===== src/dct_params.svh =====
`ifndef DCT_PARAMS_SVH
`define DCT_PARAMS_SVH

// register byte offsets
`define DCT_OFS_CTRL 12'h000
`define DCT_OFS_INT 12'h004
`define DCT_OFS_SRC 12'h008
`define DCT_OFS_DST 12'h00C
`define DCT_OFS_CNT 12'h010
`define DCT_OFS_UPPER 12'h014
`define DCT_OFS_LOWER 12'h018

// control register fields
`define DCT_CTRL_ENABLE 0
`define DCT_CTRL_DUMMY 10

// interrupt register fields
`define DCT_INT_PENDING 15
`define DCT_INT_SEL_HI 14
`define DCT_INT_SEL_LO 8
`define DCT_INT_UPPER 7
`define DCT_INT_LOWER 6
`define DCT_INT_DONE 5
`define DCT_INT_HALF 4
`define DCT_INT_OVRUN 3
`define DCT_INT_HALFWAY_INTERRUPT_ENABLE 0
`define DCT_INT_WMASK 16'h7FF9

// reset values
`define DCT_RST_WORD 16'h0000
`define DCT_RST_SEL 7'h00

// address map
`define DCT_SFR_END 16'h07FF
`define DCT_RAM_TOP 16'hFFFF

// trigger codes
`define DCT_TRIG_OFF 7'h00
`define DCT_TRIG_UART1_RX 7'h45
`define DCT_TRIG_SPI1_RX 7'h26
`define DCT_TRIG_I2C2_COLL 7'h31
`define DCT_TRIG_I2C1_COLL 7'h34
`define DCT_TRIG_TMR1 7'h63
`define DCT_TRIG_CH0_DONE 7'h50
`define DCT_TRIG_CH5_DONE 7'h4B
`define DCT_TRIG_PIN_CHANGE 7'h6D

`endif


===== src/dct_pkg.sv =====
package dct_pkg;
    typedef enum logic [1:0] {
        DCT_IDLE,
        DCT_READ,
        DCT_WRITE,
        DCT_DUMMY
    } dct_state_t;
endpackage


===== src/dct_channel.sv =====
// Register access over APB and the register offsets were decided locally.
`timescale 1ns/1ps
`include "dct_params.svh"

// Summary of operation
// - bit 15 reads 1 while a fetched word awaits its store in dummy-write mode
// - bits 14..8 pick the trigger source; all zeros selects none
// - serial peripheral and timer events map to fixed trigger codes
// - other channels' completion events can trigger; channel 0 highest code
// - bus collision and pin change have own codes; unlisted codes trigger nothing
// - bit 7 set on access above upper limit or top of data RAM
// - bit 6 set on access below lower limit yet above register space
// - limit check happens with or after the access, never before
// - enabled: done reads 1 after completed session, 0 while unfinished
// - disabled: done reads 1 if last session completed, 0 if aborted
// - bit 4 set when the counter reaches halfway toward zero
// - bit 3 set when a trigger arrives while previous operation still runs
// - halfway enable set: interrupt at halfway and at completion
// - halfway enable clear: interrupt only at completion
// - software setting flags never raises the channel interrupt
// - dummy-write mode writes the source location for every destination write
// - channel starts transfers only while its enable bit is 1; a begun store still does its dummy write
module dct_channel (
    input wire logic core_clk_in,
    input wire logic rst_n_in,
    input wire logic psel_in,
    input wire logic penable_in,
    input wire logic pwrite_in,
    input wire logic [11:0] paddr_in,
    input wire logic [31:0] pwdata_in,
    output logic [31:0] prdata_out,
    output logic pready_out,
    output logic pslverr_out,
    input wire logic [127:0] trigger_events_in,
    output logic mem_req_out,
    output logic mem_write_out,
    output logic [15:0] mem_addr_out,
    output logic [15:0] mem_wdata_out,
    input wire logic [15:0] mem_rdata_in,
    output logic channel_irq_out
);
    dct_pkg::dct_state_t state_reg;
    logic [15:0] ctrl_reg;
    logic [15:0] source_pointer_reg;
    logic [15:0] destination_pointer_reg;
    logic [15:0] transaction_counter_reg;
    logic [15:0] count_left_reg;
    logic [15:0] upper_address_limit_reg;
    logic [15:0] lower_address_limit_reg;
    logic [15:0] buffer_reg;
    logic [6:0] trigger_select_reg;
    logic buffered_write_pending_reg;
    logic upper_limit_violation_flag_reg;
    logic lower_limit_violation_flag_reg;
    logic session_complete_flag_reg;
    logic halfway_flag_reg;
    logic retrigger_overrun_flag_reg;
    logic halfway_interrupt_enable_reg;
    logic enable_prev_reg;

    logic wr_en;
    logic rd_setup;
    logic wr_int;
    logic trig_fire;
    logic access_now;
    logic [15:0] access_addr;
    logic above_limit;
    logic below_limit;
    logic [15:0] count_next;
    logic last_word;
    logic at_half;
    logic channel_enable;
    logic dummy_write_mode;
    logic [15:0] int_view;
    logic [31:0] rdata_next;
    logic addr_ok;

    function automatic logic dct_mapped(input logic [11:0] a);
        case (a)
            `DCT_OFS_CTRL, `DCT_OFS_INT, `DCT_OFS_SRC, `DCT_OFS_DST,
            `DCT_OFS_CNT, `DCT_OFS_UPPER, `DCT_OFS_LOWER: dct_mapped = 1'b1;
            default: dct_mapped = 1'b0;
        endcase
    endfunction

    dct_trig_decode u_trig_decode (
        .select_in(trigger_select_reg),
        .events_in(trigger_events_in),
        .fire_out(trig_fire)
    );

    assign channel_enable = ctrl_reg[`DCT_CTRL_ENABLE];
    assign dummy_write_mode = ctrl_reg[`DCT_CTRL_DUMMY];
    assign addr_ok = dct_mapped(paddr_in);
    assign wr_en = psel_in && penable_in && pready_out && pwrite_in && addr_ok;
    assign rd_setup = psel_in && !penable_in && !pready_out;
    assign wr_int = wr_en && paddr_in == `DCT_OFS_INT;

    // access issued this cycle and the address it uses
    assign access_now = state_reg != dct_pkg::DCT_IDLE;
    assign access_addr = (state_reg == dct_pkg::DCT_WRITE) ? destination_pointer_reg
                                                           : source_pointer_reg;
    assign above_limit = access_addr > upper_address_limit_reg ||
                         access_addr == `DCT_RAM_TOP;
    assign below_limit = access_addr < lower_address_limit_reg &&
                         access_addr > `DCT_SFR_END;
    assign count_next = count_left_reg - 16'h0001;
    assign last_word = count_next == `DCT_RST_WORD;
    assign at_half = count_next == (transaction_counter_reg >> 1);

    always_comb begin
        int_view = `DCT_RST_WORD;
        int_view[`DCT_INT_PENDING] = buffered_write_pending_reg;
        int_view[`DCT_INT_SEL_HI:`DCT_INT_SEL_LO] = trigger_select_reg;
        int_view[`DCT_INT_UPPER] = upper_limit_violation_flag_reg;
        int_view[`DCT_INT_LOWER] = lower_limit_violation_flag_reg;
        int_view[`DCT_INT_DONE] = session_complete_flag_reg;
        int_view[`DCT_INT_HALF] = halfway_flag_reg;
        int_view[`DCT_INT_OVRUN] = retrigger_overrun_flag_reg;
        int_view[`DCT_INT_HALFWAY_INTERRUPT_ENABLE] = halfway_interrupt_enable_reg;
    end

    always_comb begin
        rdata_next = 32'h00000000;
        case (paddr_in)
            `DCT_OFS_CTRL: rdata_next = {16'h0000, ctrl_reg};
            `DCT_OFS_INT: rdata_next = {16'h0000, int_view};
            `DCT_OFS_SRC: rdata_next = {16'h0000, source_pointer_reg};
            `DCT_OFS_DST: rdata_next = {16'h0000, destination_pointer_reg};
            `DCT_OFS_CNT: rdata_next = {16'h0000, transaction_counter_reg};
            `DCT_OFS_UPPER: rdata_next = {16'h0000, upper_address_limit_reg};
            `DCT_OFS_LOWER: rdata_next = {16'h0000, lower_address_limit_reg};
            default: rdata_next = 32'h00000000;
        endcase
    end

    // apb answer: pready one cycle after setup, data latched with it
    always_ff @(posedge core_clk_in) begin
        if (!rst_n_in) begin
            pready_out <= 1'b0;
            pslverr_out <= 1'b0;
            prdata_out <= 32'h00000000;
        end else begin
            pready_out <= rd_setup;
            pslverr_out <= rd_setup && !addr_ok;
            if (rd_setup) begin
                prdata_out <= rdata_next;
            end
        end
    end

    // plain software registers
    always_ff @(posedge core_clk_in) begin
        if (!rst_n_in) begin
            upper_address_limit_reg <= `DCT_RST_WORD;
            lower_address_limit_reg <= `DCT_RST_WORD;
            transaction_counter_reg <= `DCT_RST_WORD;
            trigger_select_reg <= `DCT_RST_SEL;
            halfway_interrupt_enable_reg <= 1'b0;
        end else if (wr_en) begin
            case (paddr_in)
                `DCT_OFS_UPPER: upper_address_limit_reg <= pwdata_in[15:0];
                `DCT_OFS_LOWER: lower_address_limit_reg <= pwdata_in[15:0];
                `DCT_OFS_CNT: transaction_counter_reg <= pwdata_in[15:0];
                `DCT_OFS_INT: begin
                    trigger_select_reg <= pwdata_in[`DCT_INT_SEL_HI:`DCT_INT_SEL_LO];
                    halfway_interrupt_enable_reg <= pwdata_in[`DCT_INT_HALFWAY_INTERRUPT_ENABLE];
                end
                default: begin
                end
            endcase
        end
    end

    // control: software writes, hardware clears enable at session end
    always_ff @(posedge core_clk_in) begin
        if (!rst_n_in) begin
            ctrl_reg <= `DCT_RST_WORD;
            enable_prev_reg <= 1'b0;
        end else begin
            enable_prev_reg <= channel_enable;
            if (wr_en && paddr_in == `DCT_OFS_CTRL) begin
                ctrl_reg <= `DCT_RST_WORD;
                ctrl_reg[`DCT_CTRL_ENABLE] <= pwdata_in[`DCT_CTRL_ENABLE];
                ctrl_reg[`DCT_CTRL_DUMMY] <= pwdata_in[`DCT_CTRL_DUMMY];
            end else if (state_reg == dct_pkg::DCT_WRITE && !dummy_write_mode && last_word) begin
                ctrl_reg[`DCT_CTRL_ENABLE] <= 1'b0;
            end else if (state_reg == dct_pkg::DCT_DUMMY && last_word) begin
                ctrl_reg[`DCT_CTRL_ENABLE] <= 1'b0;
            end
        end
    end

    // transfer engine: fetch, store, optional dummy store
    always_ff @(posedge core_clk_in) begin
        if (!rst_n_in) begin
            state_reg <= dct_pkg::DCT_IDLE;
            buffer_reg <= `DCT_RST_WORD;
            count_left_reg <= `DCT_RST_WORD;
            source_pointer_reg <= `DCT_RST_WORD;
            destination_pointer_reg <= `DCT_RST_WORD;
        end else begin
            if (wr_en && paddr_in == `DCT_OFS_SRC) begin
                source_pointer_reg <= pwdata_in[15:0];
            end
            if (wr_en && paddr_in == `DCT_OFS_DST) begin
                destination_pointer_reg <= pwdata_in[15:0];
            end
            if (channel_enable && !enable_prev_reg) begin
                count_left_reg <= transaction_counter_reg;
            end
            case (state_reg)
                dct_pkg::DCT_IDLE: begin
                    if (channel_enable && enable_prev_reg && trig_fire) begin
                        state_reg <= dct_pkg::DCT_READ;
                    end
                end
                dct_pkg::DCT_READ: begin
                    buffer_reg <= mem_rdata_in;
                    state_reg <= channel_enable ? dct_pkg::DCT_WRITE : dct_pkg::DCT_IDLE;
                end
                dct_pkg::DCT_WRITE: begin
                    if (dummy_write_mode) begin
                        state_reg <= dct_pkg::DCT_DUMMY;
                    end else begin
                        state_reg <= dct_pkg::DCT_IDLE;
                        count_left_reg <= count_next;
                    end
                end
                dct_pkg::DCT_DUMMY: begin
                    state_reg <= dct_pkg::DCT_IDLE;
                    count_left_reg <= count_next;
                end
                default: state_reg <= dct_pkg::DCT_IDLE;
            endcase
        end
    end

    // memory strobes, registered from the engine state
    always_ff @(posedge core_clk_in) begin
        if (!rst_n_in) begin
            mem_req_out <= 1'b0;
            mem_write_out <= 1'b0;
            mem_addr_out <= `DCT_RST_WORD;
            mem_wdata_out <= `DCT_RST_WORD;
        end else begin
            mem_req_out <= access_now;
            mem_write_out <= state_reg == dct_pkg::DCT_WRITE || state_reg == dct_pkg::DCT_DUMMY;
            mem_addr_out <= access_addr;
            mem_wdata_out <= (state_reg == dct_pkg::DCT_READ) ? mem_rdata_in : buffer_reg;
        end
    end

    // status flags: hardware sets win over software clears
    always_ff @(posedge core_clk_in) begin
        if (!rst_n_in) begin
            buffered_write_pending_reg <= 1'b0;
            upper_limit_violation_flag_reg <= 1'b0;
            lower_limit_violation_flag_reg <= 1'b0;
            session_complete_flag_reg <= 1'b0;
            halfway_flag_reg <= 1'b0;
            retrigger_overrun_flag_reg <= 1'b0;
        end else begin
            if (state_reg == dct_pkg::DCT_READ && dummy_write_mode) begin
                buffered_write_pending_reg <= 1'b1;
            end else if (state_reg == dct_pkg::DCT_DUMMY || !channel_enable) begin
                buffered_write_pending_reg <= 1'b0;
            end
            upper_limit_violation_flag_reg <= (access_now && above_limit) ||
                (wr_int ? pwdata_in[`DCT_INT_UPPER] : upper_limit_violation_flag_reg);
            lower_limit_violation_flag_reg <= (access_now && below_limit) ||
                (wr_int ? pwdata_in[`DCT_INT_LOWER] : lower_limit_violation_flag_reg);
            if (channel_enable && !enable_prev_reg) begin
                session_complete_flag_reg <= 1'b0;
            end else begin
                session_complete_flag_reg <= (access_now && count_done_now()) ||
                    (wr_int ? pwdata_in[`DCT_INT_DONE] : session_complete_flag_reg);
            end
            halfway_flag_reg <= (count_done_step() && at_half) ||
                (wr_int ? pwdata_in[`DCT_INT_HALF] : halfway_flag_reg);
            retrigger_overrun_flag_reg <= (access_now && trig_fire) ||
                (wr_int ? pwdata_in[`DCT_INT_OVRUN] : retrigger_overrun_flag_reg);
        end
    end

    // interrupt pulse only from hardware events
    always_ff @(posedge core_clk_in) begin
        if (!rst_n_in) begin
            channel_irq_out <= 1'b0;
        end else begin
            channel_irq_out <= count_done_now() ||
                (halfway_interrupt_enable_reg && count_done_step() && at_half);
        end
    end

    // one word finished this cycle
    function automatic logic count_done_step();
        count_done_step = (state_reg == dct_pkg::DCT_WRITE && !dummy_write_mode) ||
                          state_reg == dct_pkg::DCT_DUMMY;
    endfunction

    function automatic logic count_done_now();
        count_done_now = count_done_step() && last_word;
    endfunction
endmodule


===== src/dct_trig_decode.sv =====
`timescale 1ns/1ps
`include "dct_params.svh"

module dct_trig_decode (
    input wire logic [6:0] select_in,
    input wire logic [127:0] events_in,
    output logic fire_out
);
    // codes absent from the source table start nothing
    function automatic logic dct_code_listed(input logic [6:0] code);
        case (code) inside
            [7'h09:7'h10], [7'h14:7'h16], [7'h1A:7'h1C], [7'h20:7'h28],
            [7'h2F:7'h34], [7'h41:7'h46], [7'h4B:7'h51], [7'h53:7'h55],
            7'h5B, 7'h5C, 7'h5E, [7'h61:7'h63], [7'h66:7'h6D]: dct_code_listed = 1'b1;
            default: dct_code_listed = 1'b0;
        endcase
    endfunction

    always_comb begin
        fire_out = 1'b0;
        if (select_in != `DCT_TRIG_OFF && dct_code_listed(select_in)) begin
            fire_out = events_in[select_in];
        end
    end
endmodule

===== config.mk =====
export PLATFORM = sky130hd
export DESIGN_NAME = dct_channel
export DESIGN_NICKNAME = d
export VERILOG_FILES = /design/src/dct_pkg.sv /design/src/dct_channel.sv /design/src/dct_trig_decode.sv
export VERILOG_INCLUDE_DIRS = /design/src
export SDC_FILE = /design/constraint.sdc
export NUM_CORES = 1
export LEC_CHECK = 0
export ABC_CLOCK_PERIOD_IN_PS = 3000
export BUFFER_PORTS_ARGS = -buffer_cell sky130_fd_sc_hd__buf_2
export CORE_UTILIZATION = 48
export DETAILED_ROUTE_END_ITERATION = 10
export GPL_TIMING_DRIVEN = 0
export PLACE_DENSITY = 0.77
export SYNTH_ARGS = -nofsm -noshare
export SYNTH_HDL_FRONTEND = slang
export SYNTH_SLANG_ARGS = --single-unit

===== constraint.sdc =====
create_clock -name core_clk_in -period 3 [get_ports core_clk_in]
set_input_delay 0.6 -clock core_clk_in [delete_from_list [all_inputs] [get_ports core_clk_in]]
set_output_delay 0.6 -clock core_clk_in [all_outputs]
set_load 0.005 [all_outputs]

==> results.yml, run 1 <==
outcome:
  outcome: "completed"
timing:
  hold_viol: 0
  setup_viol: 0
  min_period_ns: 2.88
  drv_slew: 0
  timing.slew.headroom_pct: 23.4
  worst_slew_pin_slew_ns: 1.14
  whs_ns: 0.390
  min_period_over_period_pct: 95.9
  fin_skew_ns: 0.0116
  max_freq_mhz: 348
synthesis:
  synth_area_leader_cell: "dfxtp_1"
  yosys_most_used_dff: "dfxtp_1"
  synth-async-reset-ratio_pct: 0
  avgSynthCellArea_um2: 8.21
  syn-cell-area_mm2: 0.00974
  synth_area_leaders: "dfxtp_1 (35%), nand2_1 (9.1%), mux4_2 (7.4%)"
  synth_cells: 1187
  synth_cell_types: 68
  ys_warn_count: 0
  seq_area_frac_synth_pct: 34.5
  ys_ff_latch: 168
  synth_edf_count: 0
  synth.top_cell.area_share_pct: 34.5
floorplan:
  start_util_pct: 49.6
  pin_count: 262
  die-height_um: 144
  num_rows: 51
  die_w_um: 144
  coreArea_mm2: 0.0197
  die_area_mm2: 0.0209
critical_path:
  crit_top_cell: "buf_2"
  cp.depth: 11
  slowest_delay_ns: 0.57
  worstPathArrival_ns: 3.24
  path_class: "reg2reg"
  worstPathMaxFanout: 8
  required_ns: 3.36
  regToRegSetupSlack_ns: 0.12
  path_delay_family: "simple AND/OR/NAND/NOR gates"
  crit_slowest_cell: "or4b_4"
  path_cells: "inv_1 -> ha_2 -> or4b_1 -> buf_2 -> or2_1 -> buf_2 -> nor3_2 -> a2bb2oi_1 -> o41a_1 -> or4b_4 -> o22ai_2"
  r2r_cells: 11
  critical_path_buf_inv_count: 3
  startpoint_type: "flip-flop"
  worstReg2RegEnd: "channel_irq_out"
  r2r-start: "count_left_reg[0]"
  end_kind: "flip-flop"
worst_hold_path:
  hp-class: "in2reg"
  hp-start: "mem_rdata_in[7]"
  hold_path_depth: 3
  holdPathEnd: "mem_wdata_out[7]"
placement:
  hpwl_mm: 24.1
  gp_congestion: 0.981
  port_buffers: 229
  dpl-instance-area_mm2: 0.0113
  dpl.cell_count: 1696
routing:
  drt_iter0_drc: 985
  ant_nets: 0
  via_per_inst: 5.78
  drt-pass1-iter-count: 5
  routedWlPerCell_um: 18.3
  vias: 10000
  drc: 0
  drt-total-wl_mm: 31.6
finish:
  nFillCells: 1747
  area_growth_pct: 24.5
  n_antenna_cell: 0
  multiInputGateArea_mm2: 0.00585
  drive_above_1_share_pct: 25.9
  final_core_util_pct: 61.7
  final_cells: 1731
  final_nets: 1679
  final_cell_mix: "buf_2 (243), nand2_1 (235), dfxtp_1 (165), a21oi_1 (102), nor2_1 (79)"
  regArea_mm2: 0.00337
  layout_commonest_cell: "buf_2"
  stdcell_area_mm2: 0.0121
job:
  cap_violations: 0
pwr:
  p_per_area_mw_per_mm2: 411
  power_leakage_nw: 4.92
  vdd.ir_drop.worst_uv: 403
  power.total_mw: 4.99
clock_network:
  root_buffer: "clkbuf_16"
  cts_tree: "built"
  cts_buffers: 17
  cts_buffer_depth: 2
  htreeDepth: 4
  holdBufCountCts: 0
  cts.sinks: 168
  clk_pin_slew_worst_paths_ns: 0.07
  clk_latency_ns: 0.44
global_routing:
  antenna_found_initial: 0
  grt-ovfl-total: 0
  grt_pass1_wl_mm: 48.8
  grt_max_degree: 17
  first_global_vias: 9074
  grt_usage_pct: 30.7
==> area by class of cell <==
type / instances / area share (%)
tap: 265 / 2.73
clock inverter: 14 / 1.73
clock buffer: 18 / 3.62
timing repair buffer: 236 / 9.89
buffer: 103 / 4.34
inverter: 54 / 1.67
multi-input combinational: 873 / 48.2
sequential: 168 / 27.8
==> synth_stat cells, drive strengths merged (6+ instances only) <==
cell,count
mux2i,52
o21ai,42
nand3,14
buf,42
nand2,235
and3,6
inv,54
nor4,18
a211oi,9
mux4,32
a21oi,102
nor2b,8
xnor2,16
or4,10
xor2,10
nand4,13
clkbuf,65
nor3,20
ha,33
o22ai,10
and2,10
or3,6
a221oi,21
nor2,80
a22oi,28
dfxtp,168
nand2b,13
a21o,6
==> timing repair <==
action	4_1_cts	5_1_grt
gates resized for setup	14	33
endpoints found under the hold margin	0	0
setup endpoints to repair	7	25
pin swaps	2	2
setup buffers	2	5
==> worst reg2reg max path, cell delays in order, from the launching register on <==
cell       delay [ns]
dfxtp_2          0.36
inv_1            0.09
ha_2             0.23
or4b_1           0.44
buf_2            0.19
or2_1            0.24
buf_2            0.16
nor3_2           0.10
a2bb2oi_1        0.08
o41a_1           0.17
or4b_4           0.57
o22ai_2          0.18
==> per-layer routing <==
layer | routed length [um] | global-route usage, %
met2 | 14700 | 48.6
met4 | 805 | 10.7
met5 | 0 | 0
met1 | 13400 | 42.2
met3 | 2710 | 5.13
==> cells by family after synthesis <==
family / after synthesis / share of synthesized area [%]
XOR/XNOR: 26 / 2.34
other: 1 / 0.0385
AND/OR/NAND/NOR: 449 / 21.4
multiplexers: 89 / 13.3
flip-flops: 168 / 34.5
adder cells (fa/ha/maj): 34 / 4.34
buffers and inverters: 161 / 7.35
AO/OA/AOI/OAI: 259 / 16.7
==> per-stage QoR <==
stage	setup TNS (ns)	setup slack, ns
global placement	-9.98	-0.535
detailed placement	-10.72	-0.516
global route	-0.0270	-0.0257
finish	0	0.124
CTS	-0.0134	-0.0134
floorplan	0	0.0690
==> where the power goes <==
group          internal (mW)  leakage [nW]  total [mW]  switching, mW
logic                  0.144          3.25       0.298          0.154
clock network           1.44         0.312        2.45           1.01
registers               2.23          1.36        2.23        0.00229
==> how the worst max path moves through the flow <==
| stage | start | endpoint | slack, ns |
|---|---|---|---|
| floorplan | state_reg[0] | upper_limit_violation_flag_reg | 0.07 |
| global placement | state_reg[0] | upper_limit_violation_flag_reg | -0.53 |
| detailed placement | state_reg[0] | upper_limit_violation_flag_reg | -0.52 |
| CTS | count_left_reg[2] | channel_irq_out | -0.01 |
| global route | count_left_reg[3] | channel_irq_out | -0.03 |
| finish | count_left_reg[0] | channel_irq_out | 0.12 |
Note: power is estimated with default switching activity, not from simulation.
==> run 2, diff against run 1 <==
--- a/config.mk
+++ b/config.mk
@@ -13,3 +13,3 @@
 export GPL_TIMING_DRIVEN = 0
-export PLACE_DENSITY = 0.77
+export PLACE_DENSITY = 0.75
 export SYNTH_ARGS = -nofsm -noshare
--- a/constraint.sdc
+++ b/constraint.sdc
@@ -3,2 +3,2 @@
 set_output_delay 0.6 -clock core_clk_in [all_outputs]
-set_load 0.005 [all_outputs]
+set_load 0.1 [all_outputs]
==> run 2 against run 1 <==
Compared with the run above:
- hold slack improved by 0.0042 ns
- die area is the same
- worst setup slack worse by 0.014 ns
- largest power group unchanged
==> results.yml, run 2 (synthesis gave the netlist of run 1 again) <==
outcome:
  outcome: "completed"
global_routing:
  antenna_found_initial: 0
  first_global_vias: 9587
  grt_usage_pct: 31.2
  grt_pass1_wl_mm: 49.8
  grt_max_degree: 17
  grt-ovfl-total: 0
clock_network:
  root_buffer: "clkbuf_16"
  cts_buffers: 17
  cts.sinks: 168
  htreeDepth: 4
  holdBufCountCts: 0
  cts_tree: "built"
  clk_latency_ns: 0.44
  clk_pin_slew_worst_paths_ns: 0.07
  cts_buffer_depth: 2
timing:
  min_period_ns: 2.89
  drv_slew: 0
  min_period_over_period_pct: 96.3
  timing.slew.headroom_pct: 18.3
  worst_slew_pin_slew_ns: 1.21
  setup_viol: 0
  timing.setup.tns_ns: 0
  final.setup.worst_slack_ns: 0.110
  max_freq_mhz: 346
  hold_viol: 0
  fin_skew_ns: 0.0123
  whs_ns: 0.395
pwr:
  vdd.ir_drop.worst_uv: 415
  power.total_mw: 5.06
  power_leakage_nw: 4.93
  p_per_area_mw_per_mm2: 419
finish:
  final_nets: 1679
  layout_commonest_cell: "buf_2"
  stdcell_area_mm2: 0.0121
  final_core_util_pct: 61.5
  nFillCells: 1779
  final_cell_mix: "buf_2 (245), nand2_1 (235), dfxtp_1 (165), a21oi_1 (102), nor2_1 (79)"
  final_cells: 1731
  area_growth_pct: 24.0
  multiInputGateArea_mm2: 0.00582
  drive_above_1_share_pct: 25.6
  n_antenna_cell: 0
  regArea_mm2: 0.00337
routing:
  vias: 10000
  drt_iter0_drc: 1085
  drt-total-wl_mm: 31.8
  ant_nets: 0
  drt-pass1-iter-count: 6
  via_per_inst: 5.80
  drc: 0
  routedWlPerCell_um: 18.4
floorplan:
  start_util_pct: 49.6
  die_area_mm2: 0.0209
  die-height_um: 144
  die_w_um: 144
  pin_count: 262
  coreArea_mm2: 0.0197
  num_rows: 51
critical_path:
  slowest_delay_ns: 0.50
  worstPathArrival_ns: 3.25
  startpoint_type: "flip-flop"
  required_ns: 3.36
  path_cells: "inv_1 -> ha_4 -> or4b_1 -> buf_2 -> or4_4 -> mux2i_1 -> a211o_1 -> a211oi_1 -> nand4_1 -> buf_4 -> o21ai_0"
  end_kind: "flip-flop"
  critical_path_buf_inv_count: 3
  crit_slowest_cell: "or4_4"
  path_delay_family: "simple AND/OR/NAND/NOR gates"
  path_class: "reg2reg"
  worstPathMaxFanout: 8
placement:
  hpwl_mm: 24.6
  dpl-instance-area_mm2: 0.0113
  port_buffers: 229
  dpl.cell_count: 1696
  gp_congestion: 0.990
  pre_cts_slack_ns: -0.552
worst_hold_path:
  hp-class: "in2reg"
job:
  cap_violations: 0
## run 2: changes by cell type in the layout (fill, tap and decap cells not counted), moves of 2 or more
cell | previous run | this run
mux2i_1 | 44 | 47
mux2i_4 | 3 | 0
clkbuf_1 | 55 | 58
inv_8 | 2 | 0
clkbuf_4 | 5 | 3
buf_2 | 243 | 245
## run 2: final timing paths
check                                        from               end  slack [ns]  cells after the start
worst min-delay path              mem_rdata_in[7]  mem_wdata_out[7]        0.39                      3
worst max-delay path            count_left_reg[0]  halfway_flag_reg        0.11                     11
worst max register to register  count_left_reg[0]  halfway_flag_reg        0.11                     11
worst min register to register      prdata_out[9]     prdata_out[9]        0.44                      2
## run 2: timing repair
action                                  CTS  global route
pin swaps                                 2             2
setup buffers                             4             3
endpoints found under the setup margin    6            25
gates cloned                              0             0
gates resized for setup                  10            27
## run 2: power by group
part / switching, mW / leakage (nW) / internal, mW
clock: 0.959 / 0.308 / 1.45
sequential: 0.00275 / 1.36 / 2.23
combinational: 0.265 / 3.27 / 0.146
total: 1.23 / 4.93 / 3.83
## run 2: cell type report
cell class | instances | area share, %
Buffer | 103 | 4.28
Clock buffer | 20 | 3.78
Clock inverter | 12 | 1.55
Inverter | 54 | 1.68
Multi-Input combinational cell | 873 | 48.1
Sequential cell | 168 | 27.9
Tap cell | 265 | 2.74
Timing Repair Buffer | 236 | 9.92
## run 2: tightest hold or removal path, stage by stage
cell and delay, ns:
buf_2 0.09, nand2_1 0.05, a21oi_1 0.05
## run 2: layer usage
layer | part of all wire [%] | GRT usage (%) | routed length [um] | vias to the layer above
li1 | - | - | - | 4705
met2 | 46 | 50.3 | 14700 | 501
met5 | 0 | 0 | 0 | -
met3 | 8.3 | 6.72 | 2630 | 88
met1 | 42 | 41.0 | 13500 | 4753
met4 | 2.9 | 11.2 | 924 | 0
==> run 3, diff against run 2 <==
- CORE_MARGIN: unset -> 2
- SETUP_SLACK_MARGIN: unset -> 0.3
- SLEW_MARGIN: unset -> 20
==> run 3 against run 2 <==
Compared with the run above:
- critical path depth fell by 2
- sequential share of layout area is 1.1 points lower
- clock power decreased by 5%
- utilization up 1.3 points
- power is 2.3% lower
- global-route usage shrank 1.8 points
- fmax is 2.8% higher
- via count rose by 0.76%
- worst setup slack improved by 0.079 ns
- flip-flop and latch count unchanged
- critical endpoint is now channel_irq_out
- largest cell class unchanged
- highest routed layer is now met5
==> results.yml, run 3 (synthesis gave the netlist of run 1 again) <==
outcome:
  outcome: "completed"
finish:
  multiInputGateArea_mm2: 0.00604
  final_core_util_pct: 62.7
  stdcell_area_mm2: 0.0126
  final_cell_mix: "buf_2 (241), nand2_1 (234), dfxtp_1 (164), a21oi_1 (99), nor2_1 (78)"
  final_nets: 1706
  layout_commonest_cell: "buf_2"
  drive_above_1_share_pct: 29.6
  nFillCells: 1696
  area_growth_pct: 29.5
  regArea_mm2: 0.00338
  n_antenna_cell: 0
  final_cells: 1762
routing:
  vias: 10100
  drc: 0
  via_per_inst: 5.75
  routedWlPerCell_um: 18.4
  drt_iter0_drc: 892
  drt-pass1-iter-count: 7
  drt-total-wl_mm: 32.4
  ant_nets: 0
timing:
  max_freq_mhz: 356
  hold_viol: 0
  min_period_over_period_pct: 93.7
  fin_skew_ns: 0.00731
  whs_ns: 0.396
  drv_slew: 0
  min_period_ns: 2.81
  timing.slew.headroom_pct: 31.6
  worst_slew_pin_slew_ns: 1.02
  setup_viol: 0
  timing.setup.tns_ns: 0
  rsz0062_at_grt: "yes"
global_routing:
  first_global_vias: 9775
  grt_usage_pct: 29.5
  grt-ovfl-total: 0
  grt_pass1_wl_mm: 50.6
  antenna_found_initial: 1
  grt_max_degree: 17
placement:
  dpl.cell_count: 1701
  dpl-instance-area_mm2: 0.0113
  port_buffers: 229
  gp_congestion: 0.962
  hpwl_mm: 24.5
pwr:
  power_leakage_nw: 5.12
  vdd.ir_drop.worst_uv: 379
  p_per_area_mw_per_mm2: 392
floorplan:
  die_area_mm2: 0.0214
  die_w_um: 146
  pin_count: 262
  num_rows: 52
  start_util_pct: 48.5
  die-height_um: 146
  coreArea_mm2: 0.0201
critical_path:
  worstPathArrival_ns: 3.16
  critPathLaunch: "count_left_reg[0]"
  critical_path_buf_inv_count: 3
  path_class: "reg2reg"
  setup.worst_path.end: "channel_irq_out"
  slowest_delay_ns: 0.54
  r2r_cells: 9
  worstReg2RegEnd: "channel_irq_out"
  required_ns: 3.35
  end_kind: "flip-flop"
  crit_slowest_cell: "or4_4"
  cp.depth: 9
  path_cells: "inv_4 -> ha_4 -> or4b_4 -> buf_6 -> or4_4 -> buf_6 -> xor2_2 -> or4b_4 -> o22ai_4"
  startpoint_type: "flip-flop"
  regToRegSetupSlack_ns: 0.19
  r2r-start: "count_left_reg[0]"
  path_delay_family: "simple AND/OR/NAND/NOR gates"
  worstPathMaxFanout: 6
job:
  cap_violations: 0
clock_network:
  htreeDepth: 4
  cts_tree: "built"
  cts.sinks: 168
  root_buffer: "clkbuf_16"
  cts_buffers: 17
  cts_buffer_depth: 2
  clk_latency_ns: 0.43
  holdBufCountCts: 0
  clk_pin_slew_worst_paths_ns: 0.07
worst_hold_path:
  hp-class: "in2reg"
## run 3: cell count changes in the layout (fill, tap and decap cells not counted), moves of 6 or more
cell and delta:
buf_4 +20, clkbuf_1 -11, mux2i_4 +8, buf_6 +7, clkbuf_2 +6, mux2i_1 -6
## run 3: worst min path at each step
stage                                    to                    startpoint  slack, ns  depth (start not counted)
final                     mem_wdata_out[13]              mem_rdata_in[13]       0.40                          3
after global routing      mem_wdata_out[14]              mem_rdata_in[14]       0.39                          3
after CTS                 mem_wdata_out[13]              mem_rdata_in[13]       0.39                          3
after detailed placement      prdata_out[6]                 prdata_out[6]       0.44                          2
after global placement        prdata_out[9]                 prdata_out[9]       0.43                          2
after floorplan             channel_irq_out  halfway_interrupt_enable_reg       0.44                          2
## run 3: cell type report
cell class / count / share of cell area [%]
Tap cell: 270 / 2.68
Clock inverter: 13 / 1.32
Multi-Input combinational cell: 873 / 47.9
Buffer: 107 / 5.15
Inverter: 54 / 1.65
Sequential cell: 168 / 26.8
Clock buffer: 18 / 3.48
Timing Repair Buffer: 259 / 11.1
## run 3: tightest hold or removal path: stages
cell and delay [ns]:
buf_2 0.09, nand2_1 0.04, a21oi_1 0.05
## run 3: report_power, final
part,switching (mW),internal [mW]
Clock,0.959,1.34
Combinational,0.263,0.146
Sequential,0.00285,2.23
Total,1.22,3.71
## run 3: through the flow
step	setup slack, ns	power, mW
2_1_floorplan	0.209	2.51
3_3_place_gp	-0.305	2.68
3_5_place_dp	-0.353	2.69
4_1_cts	0.205	4.94
5_1_grt	0.117	5.05
6_report	0.189	4.94
## run 3: metal layers
metal	vias up	global-route usage, %	share of wire, %
li1	4769	-	-
met2	542	49.0	47
met4	2	8.69	2.6
met5	-	0	0.025
met1	4731	38.7	40
met3	79	6.28	9.7
## run 3: timing repair
item	4_1_cts	5_1_grt
pin swaps	7	7
gates resized for setup	52	71
buffers inserted	16	13
gates cloned	0	1
endpoints found under the setup margin	34	62
